[config.mk]
export PLATFORM = sky130hd
export DESIGN_NAME = cmpctl_top
export DESIGN_NICKNAME = d
export VERILOG_FILES = /design/src/logic/cmpctl_pkg.sv /design/src/logic/cmpctl_event.sv /design/src/logic/cmpctl_pinmux.sv /design/src/logic/cmpctl_top.sv
export VERILOG_INCLUDE_DIRS = /design/src /design/src/logic
export SDC_FILE = /design/constraint.sdc
export NUM_CORES = 1
export LEC_CHECK = 0
export BUFFER_PORTS_ARGS = -buffer_cell sky130_fd_sc_hd__buf_2
export CAP_MARGIN = 30
export CORE_MARGIN = 4
export CORE_UTILIZATION = 44
export CTS_BUF_LIST = sky130_fd_sc_hd__clkbuf_16
export DETAILED_ROUTE_END_ITERATION = 6
export MAX_ROUTING_LAYER = met4
export PLACE_DENSITY_LB_ADDON = 0.12
export SLEW_MARGIN = 25
export SYNTH_ARGS = -nofsm -noshare
export SYNTH_HDL_FRONTEND = slang
export SYNTH_SLANG_ARGS = --single-unit
[constraint.sdc]
create_clock -name i_clk -period 1.37 [get_ports i_clk]
set_input_delay 0.137 -clock i_clk [delete_from_list [all_inputs] [get_ports i_clk]]
set_output_delay 0.137 -clock i_clk [all_outputs]
set_load 0.02 [all_outputs]
[src/logic/cmpctl_params.svh]
// Offsets, field positions and reset values of the comparator control block
`ifndef CMPCTL_PARAMS_SVH
`define CMPCTL_PARAMS_SVH

// ==========================================================================
// Register byte addresses on the Wishbone slave
// ==========================================================================
`define CMPCTL_ADDR_CONTROL 4'h0
`define CMPCTL_ADDR_EVENT 4'h4
`define CMPCTL_ADDR_PORT 4'h8
`define CMPCTL_ADDR_PIN_READ 4'hc

// ==========================================================================
// Field positions of comparator0_control
// ==========================================================================
`define CMPCTL_BIT_PIN_SELECT 7
`define CMPCTL_BIT_COMPARATOR_ON 6
`define CMPCTL_BIT_OUTPUT_POLARITY 5
`define CMPCTL_BIT_RESULT_STATUS 4
`define CMPCTL_BIT_OUTPUT_ROUTE 3
`define CMPCTL_BIT_HYSTERESIS_ON 0

// ==========================================================================
// Field positions of the event and port registers
// ==========================================================================
`define CMPCTL_BIT_EVENT_FLAG 0
`define CMPCTL_BIT_EVENT_ENABLE 1
`define CMPCTL_LSB_PORT_DATA 0
`define CMPCTL_LSB_PORT_CONTROL 4
`define CMPCTL_LSB_PORT_PULLHIGH 8

// ==========================================================================
// Reset values
// ==========================================================================
`define CMPCTL_CONTROL_RESET 8'h81
`define CMPCTL_PORT_DATA_RESET 3'h0
`define CMPCTL_PORT_CONTROL_RESET 3'h7
`define CMPCTL_PORT_PULLHIGH_RESET 3'h0

`endif

[src/logic/cmpctl_pkg.sv]
// Types shared by the comparator control block
package cmpctl_pkg;

  // ========================================================================
  // Control fields held by comparator0_control
  // ========================================================================
  typedef struct packed {
    logic pin_select;          // Shared pins given to the comparator
    logic comparator_on;       // Core powered
    logic output_polarity;     // Invert result
    logic output_route_select; // 1 keeps the result internal
    logic hysteresis_on;       // Forwarded to the analog core
  } cmpctl_ctrl_s;

  // ========================================================================
  // Drive of the three shared pins: 0 positive, 1 negative, 2 result
  // ========================================================================
  typedef struct packed {
    logic [2:0] out;      // Output level
    logic [2:0] oe;       // High while the block drives the pin
    logic [2:0] pullhigh; // Pull-high connected
  } cmpctl_pins_s;

  // ========================================================================
  // Bus answer sequencer, one-hot
  // ========================================================================
  typedef enum logic [1:0] {
    CMPCTL_BUS_IDLE = 2'b01,
    CMPCTL_BUS_ACK = 2'b10
  } cmpctl_bus_e;

endpackage : cmpctl_pkg

[src/logic/cmpctl_event.sv]
// Result change flag, interrupt request and low-power wake of the comparator
module cmpctl_event (
  input wire logic i_clk,
  input wire logic i_rst,
  input wire logic i_status,        // Polarity-corrected result
  input wire logic i_comparator_on, // Core enabled
  input wire logic i_low_power,     // Device in sleep or idle
  input wire logic i_flag_we,       // Software writes the flag
  input wire logic i_flag_wdata,    // Value written to the flag
  input wire logic i_enable,        // Interrupt enable
  output logic o_flag,
  output logic o_irq,
  output logic o_wake
);
  import cmpctl_pkg::*;

  logic status_prev_reg; // Result seen last cycle
  logic flag_reg;        // Sticky change flag
  logic flag_next;
  logic wake_reg;        // One-cycle wake pulse
  logic wake_next;
  wire logic changed;    // Result bit toggled

  // ========================================================================
  // Change detection on the status bit, not on the pin
  // ========================================================================
  assign changed = i_status != status_prev_reg;

  // Hardware set wins over a software write in the same cycle
  assign flag_next = changed ? 1'b1 : (i_flag_we ? i_flag_wdata : flag_reg);

  // A flag already pending suppresses the wake, so software can mask it
  assign wake_next = i_low_power & i_comparator_on & changed & ~flag_reg;

  // Flags and history
  always_ff @(posedge i_clk) begin
    if (i_rst) begin
      status_prev_reg <= 1'b0;
      flag_reg <= 1'b0;
      wake_reg <= 1'b0;
    end else begin
      status_prev_reg <= i_status;
      flag_reg <= flag_next;
      wake_reg <= wake_next;
    end
  end

  assign o_flag = flag_reg;
  assign o_irq = flag_reg & i_enable;
  assign o_wake = wake_reg;

  // ========================================================================
  // Checks
  // ========================================================================
  property p_flag_on_change;
    @(posedge i_clk) disable iff (i_rst)
    changed |=> o_flag;
  endproperty
  a_flag_on_change: assert property (p_flag_on_change)
    else $error("flag not set after result change");

  property p_irq_gate;
    @(posedge i_clk) disable iff (i_rst)
    o_irq == (o_flag && i_enable);
  endproperty
  a_irq_gate: assert property (p_irq_gate)
    else $error("interrupt request does not follow flag and enable");

  property p_wake_cause;
    @(posedge i_clk) disable iff (i_rst)
    o_wake |-> $past(i_low_power) && $past(i_comparator_on) && o_flag
      && !$past(o_flag);
  endproperty
  a_wake_cause: assert property (p_wake_cause)
    else $error("wake without a fresh change in low power");

endmodule : cmpctl_event

[src/logic/cmpctl_pinmux.sv]
// Shared pin multiplexer of the comparator and its port readback
module cmpctl_pinmux (
  input wire logic i_clk,
  input wire logic i_rst,
  input wire cmpctl_pkg::cmpctl_ctrl_s i_ctrl,
  input wire logic i_status,         // Result shown on the output pin
  input wire logic [2:0] i_port_data,
  input wire logic [2:0] i_port_control, // 1 is input
  input wire logic [2:0] i_port_pullhigh,
  input wire logic [2:0] i_pin_in,
  output cmpctl_pkg::cmpctl_pins_s o_pins,
  output logic [2:0] o_pin_read
);
  import cmpctl_pkg::*;

  wire logic [2:0] claimed; // Pin taken by the comparator

  // ========================================================================
  // Ownership: both inputs follow pin select, output needs the route too
  // ========================================================================
  assign claimed[0] = i_ctrl.pin_select;
  assign claimed[1] = i_ctrl.pin_select;
  assign claimed[2] = i_ctrl.pin_select & ~i_ctrl.output_route_select;

  // ========================================================================
  // Per-pin drive and readback
  // ========================================================================
  genvar g;
  generate
    for (g = 0; g < 3; g = g + 1) begin : g_pin
      if (g == 2) begin : g_result
        // Result pin carries the status bit while routed out
        assign o_pins.out[g] = claimed[g] ? i_status : i_port_data[g];
        assign o_pins.oe[g] = claimed[g] | ~i_port_control[g];
      end else begin : g_input
        // Input pins lose their I/O drive while claimed
        assign o_pins.out[g] = i_port_data[g];
        assign o_pins.oe[g] = ~claimed[g] & ~i_port_control[g];
      end
      // Pull-high is cut while claimed, and never fights an output
      assign o_pins.pullhigh[g] = i_port_pullhigh[g] & i_port_control[g]
        & ~claimed[g];
      // Claimed pins read zero as input, port data as output
      assign o_pin_read[g] = claimed[g]
        ? (i_port_control[g] ? 1'b0 : i_port_data[g])
        : (i_port_control[g] ? i_pin_in[g] : i_port_data[g]);
    end
  endgenerate

  // ========================================================================
  // Checks
  // ========================================================================
  property p_inputs_released;
    @(posedge i_clk) disable iff (i_rst)
    i_ctrl.pin_select |-> o_pins.oe[1:0] == 2'h0
      && o_pins.pullhigh[1:0] == 2'h0;
  endproperty
  a_inputs_released: assert property (p_inputs_released)
    else $error("claimed input pin still driven or pulled high");

  property p_route_out;
    @(posedge i_clk) disable iff (i_rst)
    (i_ctrl.pin_select && !i_ctrl.output_route_select)
      |-> o_pins.oe[2] && o_pins.out[2] == i_status;
  endproperty
  a_route_out: assert property (p_route_out)
    else $error("result not on output pin when routed out");

  property p_port_read;
    @(posedge i_clk) disable iff (i_rst)
    i_ctrl.pin_select |-> o_pin_read[0] ==
      (i_port_control[0] ? 1'b0 : i_port_data[0]);
  endproperty
  a_port_read: assert property (p_port_read)
    else $error("claimed pin readback wrong");

endmodule : cmpctl_pinmux

[src/logic/cmpctl_top.sv]
// Comparator control register bank with Wishbone slave, pins and events
//
// Overview of operation
// Bit 7 hands both input pins to comparator
// Claimed input pins lose drive and pull-high
// Bit 6 cleared keeps comparator powered down
// Bit 5 inverts the comparator result
// Bit 4 reads the polarity-corrected result, read-only
// Result reaches pin only if route 0, select 1
// Bits 2,1 read zero; bit 0 hysteresis stored
// Status change sets flag; enabled flag requests interrupt
// Change in low power wakes unless flag pending; the code wakes only while bit 6 (comparator on) is set
// Claimed pins read zero or port data
//
// The placing of the registers and register access over Wishbone were chosen for this implementation.
`include "cmpctl_params.svh"

module cmpctl_top (
  input wire logic i_clk,
  input wire logic i_rst,
  // Wishbone classic slave
  input wire logic i_wb_cyc,
  input wire logic i_wb_stb,
  input wire logic i_wb_we,
  input wire logic [3:0] i_wb_adr,
  input wire logic [3:0] i_wb_sel,
  input wire logic [31:0] i_wb_dat,
  output logic [31:0] o_wb_dat,
  output logic o_wb_ack,
  // Analog core
  input wire logic i_core_result, // High when positive above negative
  output logic o_comparator_on,
  output logic o_hysteresis_on,
  // Shared pins
  input wire logic [2:0] i_pin_in,
  output cmpctl_pkg::cmpctl_pins_s o_pins,
  // System
  input wire logic i_low_power, // Sleep or idle
  output logic o_irq,           // Comparator interrupt request
  output logic o_wake           // Wake pulse
);
  import cmpctl_pkg::*;

  // ========================================================================
  // Storage
  // ========================================================================
  cmpctl_bus_e bus_state_reg; // Answer sequencer
  cmpctl_bus_e bus_state_next;
  logic [7:0] control_reg;    // comparator0_control, bit 4 unused here
  logic [7:0] control_next;
  logic status_reg;           // Polarity-corrected result
  logic enable_reg;           // Interrupt enable
  logic enable_next;
  logic [2:0] port_data_reg;  // Port data register
  logic [2:0] port_data_next;
  logic [2:0] port_control_reg; // Port control, 1 is input
  logic [2:0] port_control_next;
  logic [2:0] port_pullhigh_reg; // Pull-high selection
  logic [2:0] port_pullhigh_next;
  logic [31:0] rdata_reg;     // Read data held for the answer
  logic [31:0] rdata_next;

  // ========================================================================
  // Decoded fields and bus strobes
  // ========================================================================
  cmpctl_ctrl_s ctrl;          // Control fields view
  wire logic request;          // New access seen in idle
  wire logic wr;               // Write accepted this edge
  wire logic hit_control;
  wire logic hit_event;
  wire logic hit_port;
  wire logic hit_pin_read;
  wire logic core_seen;        // Core result after power gating
  wire logic status_next;
  wire logic flag;             // Sticky change flag
  wire logic [2:0] pin_read;   // Port readback with pin sharing
  wire logic [7:0] control_view; // Control as software reads it
  wire logic flag_we;

  assign ctrl.pin_select = control_reg[`CMPCTL_BIT_PIN_SELECT];
  assign ctrl.comparator_on = control_reg[`CMPCTL_BIT_COMPARATOR_ON];
  assign ctrl.output_polarity = control_reg[`CMPCTL_BIT_OUTPUT_POLARITY];
  assign ctrl.output_route_select = control_reg[`CMPCTL_BIT_OUTPUT_ROUTE];
  assign ctrl.hysteresis_on = control_reg[`CMPCTL_BIT_HYSTERESIS_ON];

  // Only a request met in idle is taken, so each access acts once
  assign request = i_wb_cyc & i_wb_stb & (bus_state_reg == CMPCTL_BUS_IDLE);
  assign wr = request & i_wb_we;

  // Address decode; the low two address bits are ignored
  assign hit_control = i_wb_adr[3:2] == 2'(`CMPCTL_ADDR_CONTROL >> 2);
  assign hit_event = i_wb_adr[3:2] == 2'(`CMPCTL_ADDR_EVENT >> 2);
  assign hit_port = i_wb_adr[3:2] == 2'(`CMPCTL_ADDR_PORT >> 2);
  assign hit_pin_read = i_wb_adr[3:2] == 2'(`CMPCTL_ADDR_PIN_READ >> 2);

  // ========================================================================
  // Result path
  // ========================================================================
  // A powered-down core gives no result; treat it as low
  assign core_seen = ctrl.comparator_on & i_core_result;
  assign status_next = core_seen ^ ctrl.output_polarity;

  // Status bit slotted into the control view; bits 2 and 1 stay zero
  assign control_view = {control_reg[7:5], status_reg,
    control_reg[`CMPCTL_BIT_OUTPUT_ROUTE], 2'b00,
    control_reg[`CMPCTL_BIT_HYSTERESIS_ON]};

  // ========================================================================
  // Register write logic
  // ========================================================================
  always_comb begin
    control_next = control_reg;
    enable_next = enable_reg;
    port_data_next = port_data_reg;
    port_control_next = port_control_reg;
    port_pullhigh_next = port_pullhigh_reg;
    if (wr && hit_control && i_wb_sel[0]) begin
      // Status and unimplemented bits ignore writes
      control_next = {i_wb_dat[7:5], 1'b0, i_wb_dat[3], 2'b00,
        i_wb_dat[0]};
    end else if (wr && hit_event && i_wb_sel[0]) begin
      enable_next = i_wb_dat[`CMPCTL_BIT_EVENT_ENABLE];
    end else if (wr && hit_port) begin
      if (i_wb_sel[0]) begin
        port_data_next = i_wb_dat[`CMPCTL_LSB_PORT_DATA +: 3];
        port_control_next = i_wb_dat[`CMPCTL_LSB_PORT_CONTROL +: 3];
      end
      if (i_wb_sel[1]) begin
        port_pullhigh_next = i_wb_dat[`CMPCTL_LSB_PORT_PULLHIGH +: 3];
      end
    end
  end

  // Flag write travels to the event block, where a change still wins
  assign flag_we = wr & hit_event & i_wb_sel[0];

  // ========================================================================
  // Read data selection, taken at the same edge as the request
  // ========================================================================
  always_comb begin
    rdata_next = 32'h0000_0000;
    if (hit_control) begin
      rdata_next[7:0] = control_view;
    end else if (hit_event) begin
      rdata_next[`CMPCTL_BIT_EVENT_FLAG] = flag;
      rdata_next[`CMPCTL_BIT_EVENT_ENABLE] = enable_reg;
    end else if (hit_port) begin
      rdata_next[`CMPCTL_LSB_PORT_DATA +: 3] = port_data_reg;
      rdata_next[`CMPCTL_LSB_PORT_CONTROL +: 3] = port_control_reg;
      rdata_next[`CMPCTL_LSB_PORT_PULLHIGH +: 3] = port_pullhigh_reg;
    end else if (hit_pin_read) begin
      rdata_next[2:0] = pin_read;
    end
  end

  // ========================================================================
  // Answer sequencer: one ack per request, then a forced idle cycle
  // ========================================================================
  always_comb begin
    bus_state_next = bus_state_reg;
    case (bus_state_reg)
      CMPCTL_BUS_IDLE: begin
        if (request) begin
          bus_state_next = CMPCTL_BUS_ACK;
        end
      end
      CMPCTL_BUS_ACK: begin
        // Ack lasts one cycle whatever the master does
        bus_state_next = CMPCTL_BUS_IDLE;
      end
      default: begin
        bus_state_next = CMPCTL_BUS_IDLE;
      end
    endcase
  end

  // Bus and sequencer flops
  always_ff @(posedge i_clk) begin
    if (i_rst) begin
      bus_state_reg <= CMPCTL_BUS_IDLE;
      rdata_reg <= 32'h0000_0000;
    end else begin
      bus_state_reg <= bus_state_next;
      if (request) begin
        rdata_reg <= rdata_next;
      end
    end
  end

  // Control and port flops
  always_ff @(posedge i_clk) begin
    if (i_rst) begin
      control_reg <= `CMPCTL_CONTROL_RESET;
      enable_reg <= 1'b0;
      port_data_reg <= `CMPCTL_PORT_DATA_RESET;
      port_control_reg <= `CMPCTL_PORT_CONTROL_RESET;
      port_pullhigh_reg <= `CMPCTL_PORT_PULLHIGH_RESET;
    end else begin
      control_reg <= control_next;
      enable_reg <= enable_next;
      port_data_reg <= port_data_next;
      port_control_reg <= port_control_next;
      port_pullhigh_reg <= port_pullhigh_next;
    end
  end

  // Result sampled every cycle so the status bit never glitches mid-read
  always_ff @(posedge i_clk) begin
    if (i_rst) begin
      status_reg <= 1'b0;
    end else begin
      status_reg <= status_next;
    end
  end

  assign o_wb_ack = bus_state_reg == CMPCTL_BUS_ACK;
  assign o_wb_dat = rdata_reg;
  assign o_comparator_on = ctrl.comparator_on;
  assign o_hysteresis_on = ctrl.hysteresis_on;

  // ========================================================================
  // Sub-blocks
  // ========================================================================
  cmpctl_event u_event (
    .i_clk(i_clk),
    .i_rst(i_rst),
    .i_status(status_reg),
    .i_comparator_on(ctrl.comparator_on),
    .i_low_power(i_low_power),
    .i_flag_we(flag_we),
    .i_flag_wdata(i_wb_dat[`CMPCTL_BIT_EVENT_FLAG]),
    .i_enable(enable_reg),
    .o_flag(flag),
    .o_irq(o_irq),
    .o_wake(o_wake)
  );

  cmpctl_pinmux u_pinmux (
    .i_clk(i_clk),
    .i_rst(i_rst),
    .i_ctrl(ctrl),
    .i_status(status_reg),
    .i_port_data(port_data_reg),
    .i_port_control(port_control_reg),
    .i_port_pullhigh(port_pullhigh_reg),
    .i_pin_in(i_pin_in),
    .o_pins(o_pins),
    .o_pin_read(pin_read)
  );

  // ========================================================================
  // Checks
  // ========================================================================
  property p_reset_value;
    @(posedge i_clk)
    $fell(i_rst) |-> ctrl.pin_select && !ctrl.comparator_on
      && ctrl.hysteresis_on && !ctrl.output_route_select;
  endproperty
  a_reset_value: assert property (p_reset_value)
    else $error("control reset value wrong");

  property p_power_off;
    @(posedge i_clk) disable iff (i_rst)
    // Status lags the control by one cycle, so compare the old polarity
    !o_comparator_on |=>
      status_reg == $past(ctrl.output_polarity);
  endproperty
  a_power_off: assert property (p_power_off)
    else $error("result seen while core switched off");

  property p_polarity;
    @(posedge i_clk) disable iff (i_rst)
    $past(o_comparator_on) |->
      status_reg == ($past(i_core_result) ^ $past(ctrl.output_polarity));
  endproperty
  a_polarity: assert property (p_polarity)
    else $error("status does not follow result and polarity");

  property p_status_read;
    @(posedge i_clk) disable iff (i_rst)
    request && !i_wb_we && hit_control |=>
      o_wb_ack && o_wb_dat[4] == $past(status_reg)
      && o_wb_dat[31:8] == 24'h00_0000;
  endproperty
  a_status_read: assert property (p_status_read)
    else $error("status bit read back wrong");

  property p_unimpl_zero;
    @(posedge i_clk) disable iff (i_rst)
    request && hit_control |=> control_reg[2:1] == 2'b00
      && control_reg[4] == 1'b0;
  endproperty
  a_unimpl_zero: assert property (p_unimpl_zero)
    else $error("unimplemented control bits stored");

  property p_ack_once;
    @(posedge i_clk) disable iff (i_rst)
    i_wb_cyc && i_wb_stb && !o_wb_ack |=> o_wb_ack ##1 !o_wb_ack;
  endproperty
  a_ack_once: assert property (p_ack_once)
    else $error("ack not a single cycle after request");

endmodule : cmpctl_top

==> qor.yml <==
sta:
  skew_ns: 0.00364
  finalSetupTns_ns: 0
  worst_pin_slew_ns: 0.638
  setup_violations: 0
  clock.fmax_mhz: 748
  slew_headroom_pct: 57.5
  setup_ws_ns: 0.0332
  fin_crit_ns: 1.34
  slew_viol_final: 0
  finalHoldViolCount: 0
  finalCritPeriodShare_pct: 97.6
  rsz0062_at_grt: "no"
clock_network:
  clockBufferDepth: 2
  worstSkewPairLatency_ns: 0.28
  clock-sinks: 32
  cts_max_level: 2
  cts_buffers: 5
  cts_tree: "yes"
  clk_pin_slew_ns: 0.05
  clk_root_buffer_cell: "clkbuf_16"
place:
  place.gp.congestion: 0.809
  dp.cells: 280
  port_buffers: 49
  hpwl_um: 2940
  pre_cts_slack_ns: 0.0208
setup_path:
  cp.required_ns: 1.23
  r2r-end: "control_reg[0]"
  critPathKind: "flip-flop to output pin"
  regToRegSetupSlack_ns: 0.09
  crit_path_end_kind: "output pin"
  crit_arrival_ns: 1.20
  cp_max_fo: 4
  critPathLaunch: "control_reg[3]"
  crit_path_start_kind: "flip-flop"
  rr_startpoint: "bus_state_reg[1]"
  rr_worst_depth: 3
  critPathCapture: "o_pins[8]"
pwr:
  p_total_mw: 2.26
  pwr-share-clk_pct: 46.9
  p_comb_share_pct: 11.1
  power_density_nw_per_um2: 1110
  ir_worst_vdd_uv: 735
  p_sw_share_pct: 25.3
  seq_power_share_pct: 42.0
  cellLeakagePower_nw: 0.888
  p_int_mw: 1.69
  p_sw_uw: 572
min_path:
  hold_class: "primary input to flip-flop"
routing:
  dr_total_vias: 1453
  wirelength_um: 4020
  ant_nets: 0
  initialDrtViolationCount: 95
  via_per_inst: 5.03
  dr.pass1.iters: 4
  drc: 0
  wl_per_cell_um: 13.9
floorplanning:
  rows: 22
  die_height_um: 69.8
  ios: 96
  die_area_um2: 4880
  coreArea_um2: 3690
  die_w_um: 69.8
  start_util_pct: 45.6
grt:
  antenna_found_initial: 0
  grtUsageTotal_pct: 17.8
  grt_max_degree: 39
  grt_first_pass_wirelength_um: 6670
  grt_pass1_vias: 1403
  overflow: 0
synth:
  syn_area_um2: 1680
  ys_types: 42
  syn_avg_cell_area_um2: 8.72
  synth_cells: 193
  ys_warn_count: 0
  synth-seq-cells: 32
  seq_area_frac_synth_pct: 38.1
cells_and_area:
  post-route-util_pct: 55.5
  final-instance-count-excl-fill: 289
  mostFrequentLayoutCells: "buf_2 (48), dfxtp_1 (30), conb_1 (21)"
  final_common_cell: "buf_2"
  insertedDiodeCount: 0
  area_growth_pct: 21.6
  largest_reg_flops: 11
  fin_nets: 290
  drive_gt1_share_pct: 32.0
run:
  maxCapViolations: 0
run_status:
  status: "finished clean"
-- power groups by stage --
stage | combinational, mW | sequential, mW | clock, mW
after floorplan | 0.208 | 0.977 | 0
after global placement | 0.245 | 0.971 | 0
after detailed placement | 0.245 | 0.971 | 0
after CTS | 0.247 | 0.952 | 1.08
after global routing | 0.275 | 0.952 | 1.13
final | 0.250 | 0.950 | 1.06
-- synthesized netlist by cell type (all sizes together) --
master | instances | area share [%]
o31ai | 4 | 1.8
and2b | 1 | 0.45
nor2 | 12 | 2.8
inv | 4 | 0.89
o21ai | 4 | 1.2
and3 | 3 | 1.4
clkbuf | 4 | 0.89
conb | 1 | 0.22
nor2b | 5 | 1.9
a211o | 2 | 1.0
nand3 | 11 | 3.3
a31oi | 3 | 1.1
nand2 | 13 | 2.9
o22ai | 1 | 0.37
a221oi | 1 | 0.52
nand4 | 5 | 1.9
nand3b | 4 | 1.8
buf | 31 | 14
mux2i | 6 | 3.6
a21oi | 16 | 4.8
nand2b | 8 | 3.0
a41oi | 1 | 0.52
nor4 | 1 | 0.37
dfxtp | 32 | 38
nor3 | 1 | 0.59
mux2 | 5 | 3.3
and4b | 2 | 1.2
xnor2 | 1 | 0.52
a311oi | 1 | 0.52
nand4b | 2 | 1.0
a21boi | 1 | 0.45
and2 | 3 | 1.3
o41ai | 3 | 2.0
xor2 | 1 | 0.52
-- metrics by stage --
| step | cell area [um^2] | hold WS [ns] |
|---|---|---|
| after floorplan | 1760 | 0.231 |
| after global placement | 1860 | 0.354 |
| after detailed placement | 1860 | 0.353 |
| after CTS | 2030 | 0.0646 |
| after global routing | 2050 | 0.0789 |
| final | 2050 | 0.0708 |
-- layer usage --
layer / track usage (%) / wire length, um
met4: 5.11 / 55
met3: 6.67 / 371
met1: 22.0 / 1770
met2: 27.1 / 1830
met5: - / 0
-- worst max-delay path, stage by stage (launching register included) --
cell and delay (ns):
dfxtp_2 0.32, nand2b_4 0.15, mux2_4 0.30, buf_4 0.16
-- layout make-up --
type	count	area, um^2
timing repair buffer	55	305
clock buffer	5	125
multi-input combinational	142	876
sequential	32	646
clock inverter	3	18.8
fill	356	1640
tap	48	60.1
inverter	4	15.0
-- worst min-delay path by stage --
stage                start  cells after the start             endpoint  slack (ns)
2_1_floorplan        i_rst                      1     bus_state_reg[1]        0.23
3_3_place_gp   i_wb_dat[4]                      2  port_control_reg[0]        0.35
3_5_place_dp   i_wb_dat[7]                      2       control_reg[7]        0.35
4_1_cts        i_wb_dat[7]                      2       control_reg[7]        0.06
5_1_grt        i_wb_dat[7]                      2       control_reg[7]        0.08
6_report       i_wb_dat[7]                      2       control_reg[7]        0.07
-- logic make-up (layout without fill, tap and decap cells) --
logic type / Yosys count / in the layout / synth area share [%]
AOI/OAI and AO/OA: 37 / 37 / 14.3
and+or+nand+nor: 71 / 71 / 23.8
buffers and inverters: 39 / 67 / 15.7
xor gates and xnor gates: 2 / 2 / 1.04
other: 1 / 21 / 0.223
DFF: 32 / 32 / 38.1
muxes: 11 / 11 / 6.91
-- what timing repair did --
| action | 4_1_cts | 5_1_grt |
|---|---|---|
| endpoints found under the setup margin | 1 | 5 |
| hold buffers | 0 | 0 |
| cloned | 0 | 0 |
| gates resized for setup | 4 | 5 |
| setup buffers | 1 | 0 |
Power figures use the tool's default switching activity.
